$ cat config.mk
export PLATFORM = sky130hd
export DESIGN_NAME = bcmc_top
export DESIGN_NICKNAME = d
export VERILOG_FILES = /design/src/bcmc_pkg.sv /design/src/bcmc_phase.sv /design/src/bcmc_top.sv
export VERILOG_INCLUDE_DIRS = /design/src
export SDC_FILE = /design/constraint.sdc
export NUM_CORES = 1
export LEC_CHECK = 0
export BUFFER_PORTS_ARGS = -buffer_cell sky130_fd_sc_hd__buf_2
export CORE_MARGIN = 1.5
export CORE_UTILIZATION = 53
export CTS_BUF_LIST = sky130_fd_sc_hd__clkbuf_4
export DETAILED_ROUTE_END_ITERATION = 16
export GPL_ROUTABILITY_DRIVEN = 0
export HOLD_SLACK_MARGIN = 0.1
export PLACE_DENSITY = 0.78
export SYNTH_ARGS = -nofsm -noshare
export SYNTH_HDL_FRONTEND = slang
export SYNTH_SLANG_ARGS = --single-unit
$ cat constraint.sdc
create_clock -name REF_CLK -period 3.6 [get_ports REF_CLK]
set_input_delay 0.18 -clock REF_CLK [delete_from_list [all_inputs] [get_ports REF_CLK]]
set_output_delay 0.18 -clock REF_CLK [all_outputs]
set_load 0.05 [all_outputs]
$ cat src/bcmc_defines.svh
// Offsets, field positions, reset values and timing counts for the converter control
`ifndef BCMC_DEFINES_SVH
`define BCMC_DEFINES_SVH
`define BCMC_ADDR_CTRL_A 4'h0
`define BCMC_ADDR_CTRL_B 4'h1
`define BCMC_ADDR_MAIN_V 4'h2
`define BCMC_ADDR_CORE_V 4'h3
`define BCMC_ADDR_STATUS 4'h4
`define BCMC_A_FPWM 7
`define BCMC_A_SLEEP_EN 6
`define BCMC_A_MAIN_DIS 5
`define BCMC_A_MAIN_EN 4
`define BCMC_A_CORE_EN 3
`define BCMC_B_CORE_DIS 7
`define BCMC_B_SLEEP_OFF 6
`define BCMC_A_RESET 8'h18
`define BCMC_B_RESET 8'h04
`define BCMC_SLEEP_V_RESET 8'h0C
`define BCMC_SLEEP_V_BASE 8'h08
`define BCMC_MAIN_V_LO 8'h1E
`define BCMC_MAIN_V_HI 8'h21
`define BCMC_CORE_V_LO 8'h0F
`define BCMC_CORE_V_HI 8'h12
`define BCMC_CLK_HZ 25000000
`define BCMC_SW_HZ 1250000
`define BCMC_SS_STEPS 4
`define BCMC_SS_CYCLES 64
`endif

$ cat src/bcmc_pkg.sv
// Types shared by the converter control files
package bcmc_pkg;
  // Gray order along PWM, idle, burst; bit 0 marks power-save
  typedef enum logic [1:0] {
    BCMC_PWM = 2'b00,
    BCMC_PFM_IDLE = 2'b01,
    BCMC_PFM_RUN = 2'b11,
    BCMC_FULL_ON = 2'b10
  } bcmc_mode_t;
endpackage

$ cat src/bcmc_phase.sv
// One power stage: switching phase, mode sequencing and soft start
`include "bcmc_defines.svh"
module bcmc_phase #(
  parameter int PERIOD = 20
) (
  input wire logic clk,
  input wire logic rst,
  input wire logic enable,
  input wire logic tick,
  input wire logic fpwm,
  input wire logic comp_trip,
  input wire logic ilim_trip,
  input wire logic skip_low,
  input wire logic out_low,
  input wire logic out_high,
  input wire logic out_nominal_low,
  input wire logic dropout,
  output logic hs_on,
  output logic ls_on,
  output logic [1:0] ilim_step,
  output logic in_pfm
);
  initial begin
    if (PERIOD < 4) $error("bcmc_phase: period too short");
  end
  bcmc_pkg::bcmc_mode_t mode_ff, nxt_mode;
  logic half_ff;
  logic hs_ff, dead_ff, ls_ff;
  logic [7:0] ss_cnt_ff;
  logic [1:0] step_ff;
  // Half-rate start flag for PFM bursts
  logic start_pulse;
  assign start_pulse = tick && (mode_ff != bcmc_pkg::BCMC_PFM_RUN || half_ff);

  always_ff @(posedge clk or posedge rst) begin
    if (rst) begin
      half_ff <= 1'b0;
    end else if (tick) begin
      half_ff <= ~half_ff;
    end
  end

  // Mode sequencing
  always_comb begin
    nxt_mode = mode_ff;
    case (mode_ff)
      bcmc_pkg::BCMC_PWM: begin
        if (dropout) nxt_mode = bcmc_pkg::BCMC_FULL_ON;
        else if (!fpwm && skip_low) nxt_mode = bcmc_pkg::BCMC_PFM_IDLE;
      end
      bcmc_pkg::BCMC_PFM_IDLE: begin
        if (fpwm || out_nominal_low) nxt_mode = bcmc_pkg::BCMC_PWM;
        else if (out_low) nxt_mode = bcmc_pkg::BCMC_PFM_RUN;
      end
      bcmc_pkg::BCMC_PFM_RUN: begin
        if (fpwm || out_nominal_low) nxt_mode = bcmc_pkg::BCMC_PWM;
        else if (out_high) nxt_mode = bcmc_pkg::BCMC_PFM_IDLE;
      end
      bcmc_pkg::BCMC_FULL_ON: begin
        if (!dropout) nxt_mode = bcmc_pkg::BCMC_PWM;
      end
      default: nxt_mode = bcmc_pkg::BCMC_PWM;
    endcase
  end

  // Forced PWM takes effect on a switching tick
  always_ff @(posedge clk or posedge rst) begin
    if (rst) begin
      mode_ff <= bcmc_pkg::BCMC_PWM;
    end else if (!enable) begin
      mode_ff <= bcmc_pkg::BCMC_PWM;
    end else if (tick || nxt_mode == bcmc_pkg::BCMC_PFM_IDLE
                 || nxt_mode == bcmc_pkg::BCMC_PFM_RUN) begin
      // Full-on stays reachable under forced PWM: it is PWM at 100% duty
      mode_ff <= nxt_mode;
    end
  end

  // Switch pair: tick turns rectifier off and switch on
  always_ff @(posedge clk or posedge rst) begin
    if (rst) begin
      hs_ff <= 1'b0;
      dead_ff <= 1'b0;
      ls_ff <= 1'b0;
    end else if (!enable || mode_ff == bcmc_pkg::BCMC_PFM_IDLE) begin
      hs_ff <= 1'b0;
      dead_ff <= 1'b0;
      ls_ff <= 1'b0;
    end else if (mode_ff == bcmc_pkg::BCMC_FULL_ON) begin
      hs_ff <= 1'b1;
      ls_ff <= 1'b0;
      dead_ff <= 1'b0;
    end else if (start_pulse) begin
      hs_ff <= 1'b1;
      ls_ff <= 1'b0;
      dead_ff <= 1'b0;
    end else if (hs_ff && (comp_trip || ilim_trip)) begin
      hs_ff <= 1'b0;
      dead_ff <= 1'b1;
    end else if (dead_ff) begin
      dead_ff <= 1'b0;
      ls_ff <= 1'b1;
    end
  end
  assign hs_on = hs_ff;
  assign ls_on = ls_ff;
  assign in_pfm = mode_ff[0];

  // Four-step current limit ramp
  always_ff @(posedge clk or posedge rst) begin
    if (rst) begin
      ss_cnt_ff <= 8'h00;
      step_ff <= 2'h0;
    end else if (!enable) begin
      ss_cnt_ff <= 8'h00;
      step_ff <= 2'h0;
    end else if (step_ff != 2'(`BCMC_SS_STEPS - 1)) begin
      // Counter restarts per step so steps 0 to 2 each last 64 cycles; step 3 holds
      if (ss_cnt_ff == 8'(`BCMC_SS_CYCLES - 1)) begin
        ss_cnt_ff <= 8'h00;
        step_ff <= step_ff + 2'h1;
      end else begin
        ss_cnt_ff <= ss_cnt_ff + 8'h01;
      end
    end
  end
  assign ilim_step = step_ff;

  ss_done_a: assert property (@(posedge clk) disable iff (rst)
    enable && step_ff == 2'h3 |=> step_ff == 2'h3 || !enable)
    else $error("soft start step fell back");
  fpwm_mode_a: assert property (@(posedge clk) disable iff (rst)
    fpwm && tick && enable |=> mode_ff == bcmc_pkg::BCMC_PWM
    || mode_ff == bcmc_pkg::BCMC_FULL_ON)
    else $error("forced pwm not honoured");
  no_shoot_a: assert property (@(posedge clk) disable iff (rst)
    !(hs_on && ls_on)) else $error("switch and rectifier both on");
  idle_off_a: assert property (@(posedge clk) disable iff (rst)
    mode_ff == bcmc_pkg::BCMC_PFM_IDLE |=> !hs_on || !enable
    || mode_ff != bcmc_pkg::BCMC_PFM_IDLE)
    else $error("switching in pfm idle");
  pfm_c: cover property (@(posedge clk) mode_ff == bcmc_pkg::BCMC_PFM_RUN);
endmodule

$ cat src/bcmc_top.sv
// Dual step-down converter digital mode and voltage control
// Notes on behaviour
// Main target resets to 3 V or 3.3 V by its strap.
// Core target resets to 1.5 V or 1.8 V by its strap.
// Host may overwrite both targets through control registers.
// Active sleep request lowers core voltage or disables core, as set.
// Sleep request ignored unless sleep enable bit is set.
// Power-good of an enabled converter readable by host.
// Fixed 1.25 MHz PWM at load, power-save at light load.
// Tick: rectifier off, switch on; trip off; rectifier after dead time.
// Core switch turn-on lags main by 270 degrees.
// Low average current in PWM enters power-save.
// Power-save bursts at half rate below low, stop at high.
// Output below nominal in power-save returns to PWM.
// Forced PWM bit 7 keeps both converters out of power-save.
// Current limit ramps in four steps at start-up.
// Input near output holds switch fully on.
// Fault-disabled output discharged only when its bit set; bits clear.
// Power-good comparator disabled while converter disabled.
// Forced PWM returns power-save converter to PWM next tick.
//
// The implementer's own choices: the plain strobed port and the address map.
`include "bcmc_defines.svh"
module bcmc_top #(
  parameter int CLK_HZ = `BCMC_CLK_HZ,
  parameter int SW_HZ = `BCMC_SW_HZ
) (
  input wire logic REF_CLK,
  input wire logic RST,
  input wire logic [3:0] ADDR,
  input wire logic [7:0] WDATA,
  input wire logic WR,
  input wire logic RD,
  output logic [7:0] RDATA,
  input wire logic MAIN_DEFAULT_SELECT_PIN,
  input wire logic CORE_DEFAULT_SELECT_PIN,
  input wire logic DEEP_SLEEP_REQUEST_PIN,
  input wire logic UNDERVOLTAGE_LOCKOUT,
  input wire logic BATTERY_COVER_OPEN,
  input wire logic OVERTEMP,
  input wire logic [1:0] COMP_TRIP,
  input wire logic [1:0] ILIM_TRIP,
  input wire logic [1:0] SKIP_LOW,
  input wire logic [1:0] OUT_LOW,
  input wire logic [1:0] OUT_HIGH,
  input wire logic [1:0] OUT_NOMINAL_LOW,
  input wire logic [1:0] DROPOUT,
  input wire logic [1:0] PGOOD_RAW,
  output logic [1:0] HS_ON,
  output logic [1:0] LS_ON,
  output logic [3:0] ILIM_STEP,
  output logic [1:0] PGOOD_COMP_EN,
  output logic [1:0] DISCHARGE_ON,
  output logic [7:0] MAIN_RAIL_TARGET,
  output logic [7:0] CORE_RAIL_TARGET
);
  localparam int PERIOD = CLK_HZ / SW_HZ;
  localparam int LAG = (PERIOD * 270) / 360;
  initial begin
    if (PERIOD < 4 || PERIOD > 255) $error("bcmc_top: bad switching ratio");
  end

  // Pin synchronisers: pins come from outside the clock domain
  // Bit 8 is a constant marker: high once both flops hold real pins
  logic [10:0] pin_s1_ff, pin_s2_ff;
  logic [10:0] pins;
  assign pins = {PGOOD_RAW, 1'b1, DROPOUT, MAIN_DEFAULT_SELECT_PIN,
                 CORE_DEFAULT_SELECT_PIN, DEEP_SLEEP_REQUEST_PIN,
                 OVERTEMP, BATTERY_COVER_OPEN, UNDERVOLTAGE_LOCKOUT};
  always_ff @(posedge REF_CLK or posedge RST) begin
    if (RST) begin
      pin_s1_ff <= 11'h000;
      pin_s2_ff <= 11'h000;
    end else begin
      pin_s1_ff <= pins;
      pin_s2_ff <= pin_s1_ff;
    end
  end
  logic fault_s, sleep_s, core_sel_s, main_sel_s;
  logic [1:0] drop_s, pg_s;
  // Fault sources merged only after synchronising
  assign fault_s = |pin_s2_ff[2:0];
  assign sleep_s = pin_s2_ff[3];
  assign core_sel_s = pin_s2_ff[4];
  assign main_sel_s = pin_s2_ff[5];
  assign drop_s = pin_s2_ff[7:6];
  assign pg_s = pin_s2_ff[10:9];

  // Straps caught once after reset release
  logic strap_done_ff;
  logic [7:0] ctrl_a_ff, ctrl_b_ff, main_v_ff, core_v_ff, sleep_v_ff;
  logic wr_a, wr_b, wr_m, wr_c;
  assign wr_a = WR && ADDR == `BCMC_ADDR_CTRL_A;
  assign wr_b = WR && ADDR == `BCMC_ADDR_CTRL_B;
  assign wr_m = WR && ADDR == `BCMC_ADDR_MAIN_V;
  assign wr_c = WR && ADDR == `BCMC_ADDR_CORE_V;

  always_ff @(posedge REF_CLK or posedge RST) begin
    if (RST) begin
      strap_done_ff <= 1'b0;
    end else if (pin_s2_ff[8] && !strap_done_ff) begin
      strap_done_ff <= 1'b1;
    end
  end

  // Target voltage registers, straps first then host
  always_ff @(posedge REF_CLK or posedge RST) begin
    if (RST) begin
      main_v_ff <= `BCMC_MAIN_V_LO;
      core_v_ff <= `BCMC_CORE_V_LO;
    end else if (!strap_done_ff) begin
      main_v_ff <= main_sel_s ? `BCMC_MAIN_V_HI : `BCMC_MAIN_V_LO;
      core_v_ff <= core_sel_s ? `BCMC_CORE_V_HI : `BCMC_CORE_V_LO;
    end else begin
      if (wr_m) main_v_ff <= WDATA;
      if (wr_c) core_v_ff <= WDATA;
    end
  end

  // Control registers; discharge bits clear at reset
  always_ff @(posedge REF_CLK or posedge RST) begin
    if (RST) begin
      ctrl_a_ff <= `BCMC_A_RESET;
      ctrl_b_ff <= `BCMC_B_RESET;
      sleep_v_ff <= `BCMC_SLEEP_V_RESET;
    end else begin
      if (wr_a) ctrl_a_ff <= WDATA;
      if (wr_b) ctrl_b_ff <= WDATA;
      if (wr_b) sleep_v_ff <= {3'h0, WDATA[4:0]} + `BCMC_SLEEP_V_BASE;
    end
  end

  // Sleep request gated by enable bit
  logic sleep_act, main_en, core_en;
  assign sleep_act = sleep_s && ctrl_a_ff[`BCMC_A_SLEEP_EN];
  assign main_en = ctrl_a_ff[`BCMC_A_MAIN_EN] && !fault_s;
  assign core_en = ctrl_a_ff[`BCMC_A_CORE_EN] && !fault_s
                   && !(sleep_act && ctrl_b_ff[`BCMC_B_SLEEP_OFF]);

  // Output targets as data outputs from flops
  always_ff @(posedge REF_CLK or posedge RST) begin
    if (RST) begin
      MAIN_RAIL_TARGET <= 8'h00;
      CORE_RAIL_TARGET <= 8'h00;
    end else begin
      MAIN_RAIL_TARGET <= main_v_ff;
      CORE_RAIL_TARGET <= sleep_act ? sleep_v_ff : core_v_ff;
    end
  end

  // Master switching counter; core tick lags by 270 degrees
  logic [7:0] per_ff;
  logic main_tick, core_tick;
  always_ff @(posedge REF_CLK or posedge RST) begin
    if (RST) begin
      per_ff <= 8'h00;
    end else if (per_ff == 8'(PERIOD - 1)) begin
      per_ff <= 8'h00;
    end else begin
      per_ff <= per_ff + 8'h01;
    end
  end
  assign main_tick = per_ff == 8'h00;
  assign core_tick = per_ff == 8'(LAG);

  logic fpwm;
  logic [1:0] pfm;
  assign fpwm = ctrl_a_ff[`BCMC_A_FPWM];

  bcmc_phase #(.PERIOD(PERIOD)) u_main (
    .clk(REF_CLK), .rst(RST), .enable(main_en), .tick(main_tick),
    .fpwm(fpwm), .comp_trip(COMP_TRIP[0]), .ilim_trip(ILIM_TRIP[0]),
    .skip_low(SKIP_LOW[0]), .out_low(OUT_LOW[0]), .out_high(OUT_HIGH[0]),
    .out_nominal_low(OUT_NOMINAL_LOW[0]), .dropout(drop_s[0]),
    .hs_on(HS_ON[0]), .ls_on(LS_ON[0]), .ilim_step(ILIM_STEP[1:0]),
    .in_pfm(pfm[0]));
  bcmc_phase #(.PERIOD(PERIOD)) u_core (
    .clk(REF_CLK), .rst(RST), .enable(core_en), .tick(core_tick),
    .fpwm(fpwm), .comp_trip(COMP_TRIP[1]), .ilim_trip(ILIM_TRIP[1]),
    .skip_low(SKIP_LOW[1]), .out_low(OUT_LOW[1]), .out_high(OUT_HIGH[1]),
    .out_nominal_low(OUT_NOMINAL_LOW[1]), .dropout(drop_s[1]),
    .hs_on(HS_ON[1]), .ls_on(LS_ON[1]), .ilim_step(ILIM_STEP[3:2]),
    .in_pfm(pfm[1]));

  // Comparator enables and discharge
  assign PGOOD_COMP_EN = {core_en, main_en};
  always_ff @(posedge REF_CLK or posedge RST) begin
    if (RST) begin
      DISCHARGE_ON <= 2'h0;
    end else begin
      DISCHARGE_ON[0] <= fault_s && ctrl_a_ff[`BCMC_A_MAIN_DIS];
      DISCHARGE_ON[1] <= fault_s && ctrl_b_ff[`BCMC_B_CORE_DIS];
    end
  end

  // Read port, data one cycle after strobe
  logic [7:0] status;
  assign status = {2'h0, pfm, sleep_act, fault_s,
                   pg_s[1] & core_en, pg_s[0] & main_en};
  always_ff @(posedge REF_CLK or posedge RST) begin
    if (RST) begin
      RDATA <= 8'h00;
    end else if (RD) begin
      case (ADDR)
        `BCMC_ADDR_CTRL_A: RDATA <= ctrl_a_ff;
        `BCMC_ADDR_CTRL_B: RDATA <= ctrl_b_ff;
        `BCMC_ADDR_MAIN_V: RDATA <= main_v_ff;
        `BCMC_ADDR_CORE_V: RDATA <= core_v_ff;
        `BCMC_ADDR_STATUS: RDATA <= status;
        default: RDATA <= 8'h00;
      endcase
    end else begin
      RDATA <= 8'h00;
    end
  end

  sleep_gate_a: assert property (@(posedge REF_CLK) disable iff (RST)
    !ctrl_a_ff[`BCMC_A_SLEEP_EN] |=> CORE_RAIL_TARGET == $past(core_v_ff))
    else $error("sleep request not ignored");
  lag_a: assert property (@(posedge REF_CLK) disable iff (RST)
    main_tick |-> ##(LAG) core_tick) else $error("core lag wrong");
  pg_off_a: assert property (@(posedge REF_CLK) disable iff (RST)
    !main_en |-> !status[0] && !PGOOD_COMP_EN[0])
    else $error("pgood with main off");
  dis_a: assert property (@(posedge REF_CLK) disable iff (RST)
    !fault_s |=> DISCHARGE_ON == 2'h0) else $error("discharge no fault");
  sleep_c: cover property (@(posedge REF_CLK) sleep_act);
  dis_c: cover property (@(posedge REF_CLK) DISCHARGE_ON[1]);
endmodule

; Yosys cells after proc, flatten, opt, wreduce, memory -nomap -nowiden
; Index checks and enable logic that the tools add are counted.
[totals]
reg_bits = 129
inputBits = 38
elab_cells = 186
[classes]
n_addsub = 6
n_eq_ne = 32
muxes = 68
bitwise_logic = 4
n_reduce_logical = 49
[ops]
columns = operator, count
row1 = 8-bit two-way mux, 13
row2 = 2-bit two-way mux, 24
row3 = 8-bit one-hot mux with 5 select lines, 1
row4 = 1-bit two-way mux, 26
row5 = 8-bit by 1-bit adder with 8-bit output (second input constant), 3
row6 = 1-bit logical AND, 18
row7 = 8-bit by 6-bit == test with 1-bit output (second input constant), 2
row8 = 2-bit by 1-bit inequality test with 1-bit output (second input constant), 8
row9 = 2-bit one-hot mux with 4 select lines, 2
row10 = 4-bit nonzero test, 4
row11 = 2-bit == test (second input constant), 6
row12 = 1-bit logical OR, 12
row13 = 2-bit by 1-bit == test with 1-bit output (second input constant), 4
row14 = 4-bit by 2-bit == test with 1-bit output (second input constant), 2
row15 = 8-bit by 4-bit == test with 1-bit output (second input constant), 1
row16 = 8-bit by 5-bit == test with 1-bit output (second input constant), 1
row17 = 8-bit logical NOT, 1
row18 = 2-bit inequality test (second input constant), 4
row19 = 4-bit by 1-bit inequality test with 1-bit output (second input constant), 2
row20 = 2-bit AND reduction, 4
row21 = 5-bit by 4-bit adder with 6-bit output (second input constant), 1
row22 = 1-bit logical NOT, 6
row23 = 6-bit two-way mux, 1
row24 = 5-bit two-way mux, 1
row25 = 8 further kinds, 12

; Longest topological paths before layout
[logic_depth]
depth_word = 10
ltp_mapped = 6
ltp_nobuf = 6

; Modules after synthesis
; A second synthesis with hierarchy kept.
[unflattened]
cells_unflattened = 465
hier_area_um2 = 5451.5
[by_module_without_submodules]
columns = module, instances, cells_per_inst, area_each_um2
row1 = bcmc_top, 1, 281, 3697.3
row2 = bcmc_phase, 2, 92, 877.1

; Worst setup path before layout
; Ideal clock, no wire load.
[synth_timing]
kind = reg-to-reg
start = reg per_ff[3]
end = reg u_main.mode_ff[1]
arrival_time_ps = 1959
t_required_ps = 3526
path_slack_ps = 1567
path_stages_with_launch = 6
path_buffers = 1
cell_sequence = dfrtp_1 > or4_4 > or4b_4 > buf_6 > a22o_1 > a21oi_2
[synth_via]
elab_chain_len = 4
[synth_rtl]
columns = element, line
row1 = start: declaration, bcmc_top.sv:152  ; logic [7:0] per_ff;
row2 = start signal: assignment, bcmc_top.sv:160  ; per_ff <= per_ff + 8'h01;
row3 = 8-bit logical NOT, bcmc_top.sv:163  ; assign main_tick = per_ff == 8'h00;
row4 = 1-bit logical OR, bcmc_phase.sv:72  ; end else if (tick || nxt_mode == bcmc_pkg::BCMC_PFM_IDLE
row5 = 1-bit logical OR, bcmc_phase.sv:73  ; || nxt_mode == bcmc_pkg::BCMC_PFM_RUN) begin
row6 = 2-bit by 1-bit inequality test with 1-bit output (no line), -
row7 = end signal: assignment, bcmc_phase.sv:69  ; mode_ff <= bcmc_pkg::BCMC_PWM;
row8 = end signal: assignment, bcmc_phase.sv:71  ; mode_ff <= bcmc_pkg::BCMC_PWM;
row9 = end signal: assignment, bcmc_phase.sv:75  ; mode_ff <= nxt_mode;
row10 = end: declaration, bcmc_phase.sv:26  ; bcmc_pkg::bcmc_mode_t mode_ff, nxt_mode;
; Every way passes these cells.
; A chain may end at the register's enable or synchronous reset.

; Worst setup path after layout
[layout_timing]
start = reg pin_s2_ff[1]
end = out PGOOD_COMP_EN[0]
[layout_via]
elab_chain_len = 3
[layout_rtl]
columns = element, line
row1 = start: declaration, bcmc_top.sv:65  ; logic [10:0] pin_s1_ff, pin_s2_ff;
row2 = start signal: assignment, bcmc_top.sv:76  ; pin_s2_ff <= pin_s1_ff;
row3 = 3-bit OR reduction, bcmc_top.sv:82  ; assign fault_s = |pin_s2_ff[2:0];
row4 = 1-bit logical NOT, bcmc_top.sv:136  ; assign main_en = ctrl_a_ff[`BCMC_A_MAIN_EN] && !fault_s;
row5 = 1-bit logical AND, bcmc_top.sv:136
row6 = end: declaration, bcmc_top.sv:52  ; output logic [1:0] PGOOD_COMP_EN,
; Every way passes these cells.

==> results.md <==
* Run status: finished, final reports clean
* GRT Util Overall at 23.9%
* Post-Synthesis Cells at 443
* Max incr delay on CP at 0.56 ns
* Max FO, Critical Path at 12
* PD cells at 501 mW/mm2
* Met2 Wirelength at roughly 5400 um
* Critical path cell sequence: nor3_1 -> nand2_1 -> inv_1 -> buf_2
* YS warnings at 0
* R2R setup slack at around 1.4 ns
* CTS root buf: clkbuf_4
* Ant diodes at 0
* Core footprint at 0.00937 mm2
* Final Hold Fails at 0
* Syn avg cell area at roughly 12 um2
* Synth area leader: dfrtp_1
* Proportion of layout cells with a drive suffix above 1 at 27.8%
* Num rows at 35
* Post-synthesis sequential area ratio at 60.2%
* Area contributors post-synth: dfrtp_1, dfstp_2, mux2_2, nand2_1, nor2_1
* CTS tree: yes
* First-pass GRT wire length at 18500 um
* Via density at 5.46
* Total CTS buffers at 17
* Worst Skew at 0.0203 ns
* Final TNS setup at 0 ns
* Highest Signal Layer: met4
* FF-to-FF path depth at 6
* Crit Reg-Reg Startpoint: pin_s2_ff[1]
* Die area at between 0.01 and 0.015 mm2
* Post-DP Area at 0.00562 mm2
* Clock period minus worst slack at 2.78 ns
* Fmax at 0.359 GHz
* Post_cts resized at 0
* Peak supply drop at 0.000295 V
* Regs by FF count: pin_s1_ff: 11 flops, pin_s2_ff: 11 flops
* Setup violators final at 0
* Mapped Nets at ~490
* Mux share of post-synthesis cell area at 8.53%
* Crit path buffers/inverters at 2
* Synth Area in XOR/XNOR at 3.21%
* RSZ-0062 raised after global routing: false
* Post-Syn Area at 0.00518 mm2
* Number of flops mapped to enable cells by yosys at 0
* Setup CP Type: register to primary output
* Ys async rst share at 100%
* Routed WL per cell at 16.5 um
* Crit path max-delay family: simple AND/OR/NAND/NOR gates
* Slew Limit Fails at 0
* Final period util at 77.3%
* Hold Path Origin: OUT_NOMINAL_LOW[1]
* WL met3 at around 630 um
* Simple-gate share of the synthesized area at 14.8%
* #FFs+latches synth at 124
* Top-level port count at 74
* HP Class: input pin to register
* Fin area at 0.00619 mm2
* Vias in the first global route at between 3k and 4k
* M1 wire length at 5130 um
* Clock Latency Late Sink at 0.51 ns
* Die height at ~100 um
* DP Wirelength at 7810 um
* Max Buffers Root-to-Sink at 2
* Max-slew headroom at 38.0%
* Nets at 593
* Initial Util at 55.3%
* Clock sink total at 124
* Hold Path Depth at 4
* GR Overflow Total at 0
* Synth Flop Type: dfrtp_1
* Initial antenna violation count at 0
* Routed Antenna Nets at 0
* Startpoint types: register
* Worst path slowest cell: nor3_1
* Number of DRC markers in iteration 0 at 303
* Synthesis-to-layout area growth at 19.5%
* CTS H-tree lvls at 4
* Crit Reg-Reg Endpoint: u_main.ss_cnt_ff[7]
* Post-synthesis adder-cell area fraction at 1.69%
* Area share of the largest cell type after synthesis at between 50% and 60%
* Die width at ~100 um
* I/O Buffers at between 70 and 80
* Worst setup EP type: primary output
* Crit path arrival time at 2.60 ns
* Via count at 3770
* Pleak at 2.84 nW
* Pin count of the biggest net entering global routing at 61
* Synth Area in Compound Gates at 8.58%
* Unique masters post-synth at 53
* Drt pass-1 iters at 8
* Max_cap viols at 0
* Clk slew on worst S/H paths at ~0.12 ns
* Remaining DRCs at 0
* Main combinational cell family by area after synthesis: simple AND/OR/NAND/NOR gates
* WP data required at 3.42 ns
* Drt total wl at roughly 11000 um
* Worst-Margin Slew at 0.917 ns
* WHS Endpoint: u_core.mode_ff[0]
==> cells in the final DEF, fill, tap and decap left out, types with 4 or more instances in the layout <==
cell           instances
a21boi_0               5
dfrtp_1              112
a21oi_1               14
clkbuf_4              17
mux2_2                27
a222oi_1               4
inv_1                 11
dlygate4sd3_1         30
xnor2_1               13
dfstp_2               12
nor3_1                 7
ha_1                   7
clkinvlp_4             4
a31oi_1               14
o21ai_0                9
nor2_1                34
nand3_1               12
and2_1                 6
buf_2                 73
nor2b_1               11
nand2_1               61
inv_6                  4
nor4b_1                4
xor2_1                 6
clkinv_4               4
mux2i_1                7
==> worst max path at each step <==
stage / start / to / cells past startpoint
2_1_floorplan: RST / CORE_RAIL_TARGET[0] / 1
3_3_place_gp: pin_s2_ff[1] / PGOOD_COMP_EN[0] / 4
3_5_place_dp: pin_s2_ff[1] / PGOOD_COMP_EN[0] / 4
4_1_cts: pin_s2_ff[1] / PGOOD_COMP_EN[0] / 4
5_1_grt: pin_s2_ff[1] / PGOOD_COMP_EN[0] / 4
6_report: pin_s2_ff[1] / PGOOD_COMP_EN[0] / 4
==> Yosys cell counts, types with 3 or more instances <==
cell type and count:
mux2i_1 7, a211oi_1 3, and2_1 6, mux2_2 27
dfrtp_1 112, o21ai_0 9, mux4_2 3, nor3_1 7
nor2b_1 11, and3_1 3, nor2_1 34, a32oi_1 3
nand4b_1 3, a21oi_1 14, nand4_1 3, nor4b_1 4
dfstp_2 12, nand3_1 12, a21boi_0 5, clkbuf_1 10
ha_1 7, xor2_1 6, a31oi_1 14, xnor2_1 13
inv_1 12, a222oi_1 4, nand2_1 61, buf_4 6
==> per-stage QoR <==
stage | setup WS, ns | std cells | utilization (%) | hold WS, ns | power [mW]
final | 0.818 | 690 | 66.1 | 0.137 | 3.10
after global placement | 1.35 | 628 | 60.0 | 0.288 | 2.17
after global routing | 0.532 | 690 | 66.1 | 0.167 | 3.23
after CTS | 0.770 | 690 | 66.1 | 0.103 | 3.12
after detailed placement | 1.33 | 628 | 60.0 | 0.289 | 2.19
after floorplan | 0.141 | 443 | - | 0.211 | 2.03
==> cell families after synthesis <==
group | count (synthesis)
AOI/OAI and AO/OA | 66
and+or+nand+nor | 157
adders and majority gates | 7
buffers and inverters | 32
other | 1
DFF | 124
muxes | 37
xor gates and xnor gates | 19
==> repair_timing <==
action / 4_1_cts / 5_1_grt
setup buffers: 0 / 0
hold buffers: 30 / 0
endpoints found under the hold margin: 108 / 0
==> worst min-delay path, stage by stage <==
cell and delay, ns:
buf_2 0.10, nor2b_1 0.05, o21bai_1 0.20, a21oi_1 0.09
==> where the power goes <==
group	internal (mW)	leakage, nW	switching, mW	total, mW
Combinational	0.187	1.15	0.340	0.527
Sequential	1.57	1.55	0.0974	1.66
Clock	0.351	0.135	0.563	0.914
Total	2.10	2.84	1.00	3.10
==> area by class of cell <==
type,count,area (um2)
Fill cell,733,3180
Sequential cell,124,3120
Multi-Input combinational cell,287,1910
Timing Repair Buffer,106,688
Tap cell,129,161
Clock inverter,15,140
Clock buffer,17,128
Inverter,12,47.5
==> routing by layer <==
metal | vias to the layer above | GRT usage, %
met5 | - | 0
met4 | 0 | 9.27
met3 | 20 | 5.81
met2 | 136 | 37.0
met1 | 1860 | 33.0
li1 | 1754 | -
Note: power is estimated with default switching activity, not from simulation.
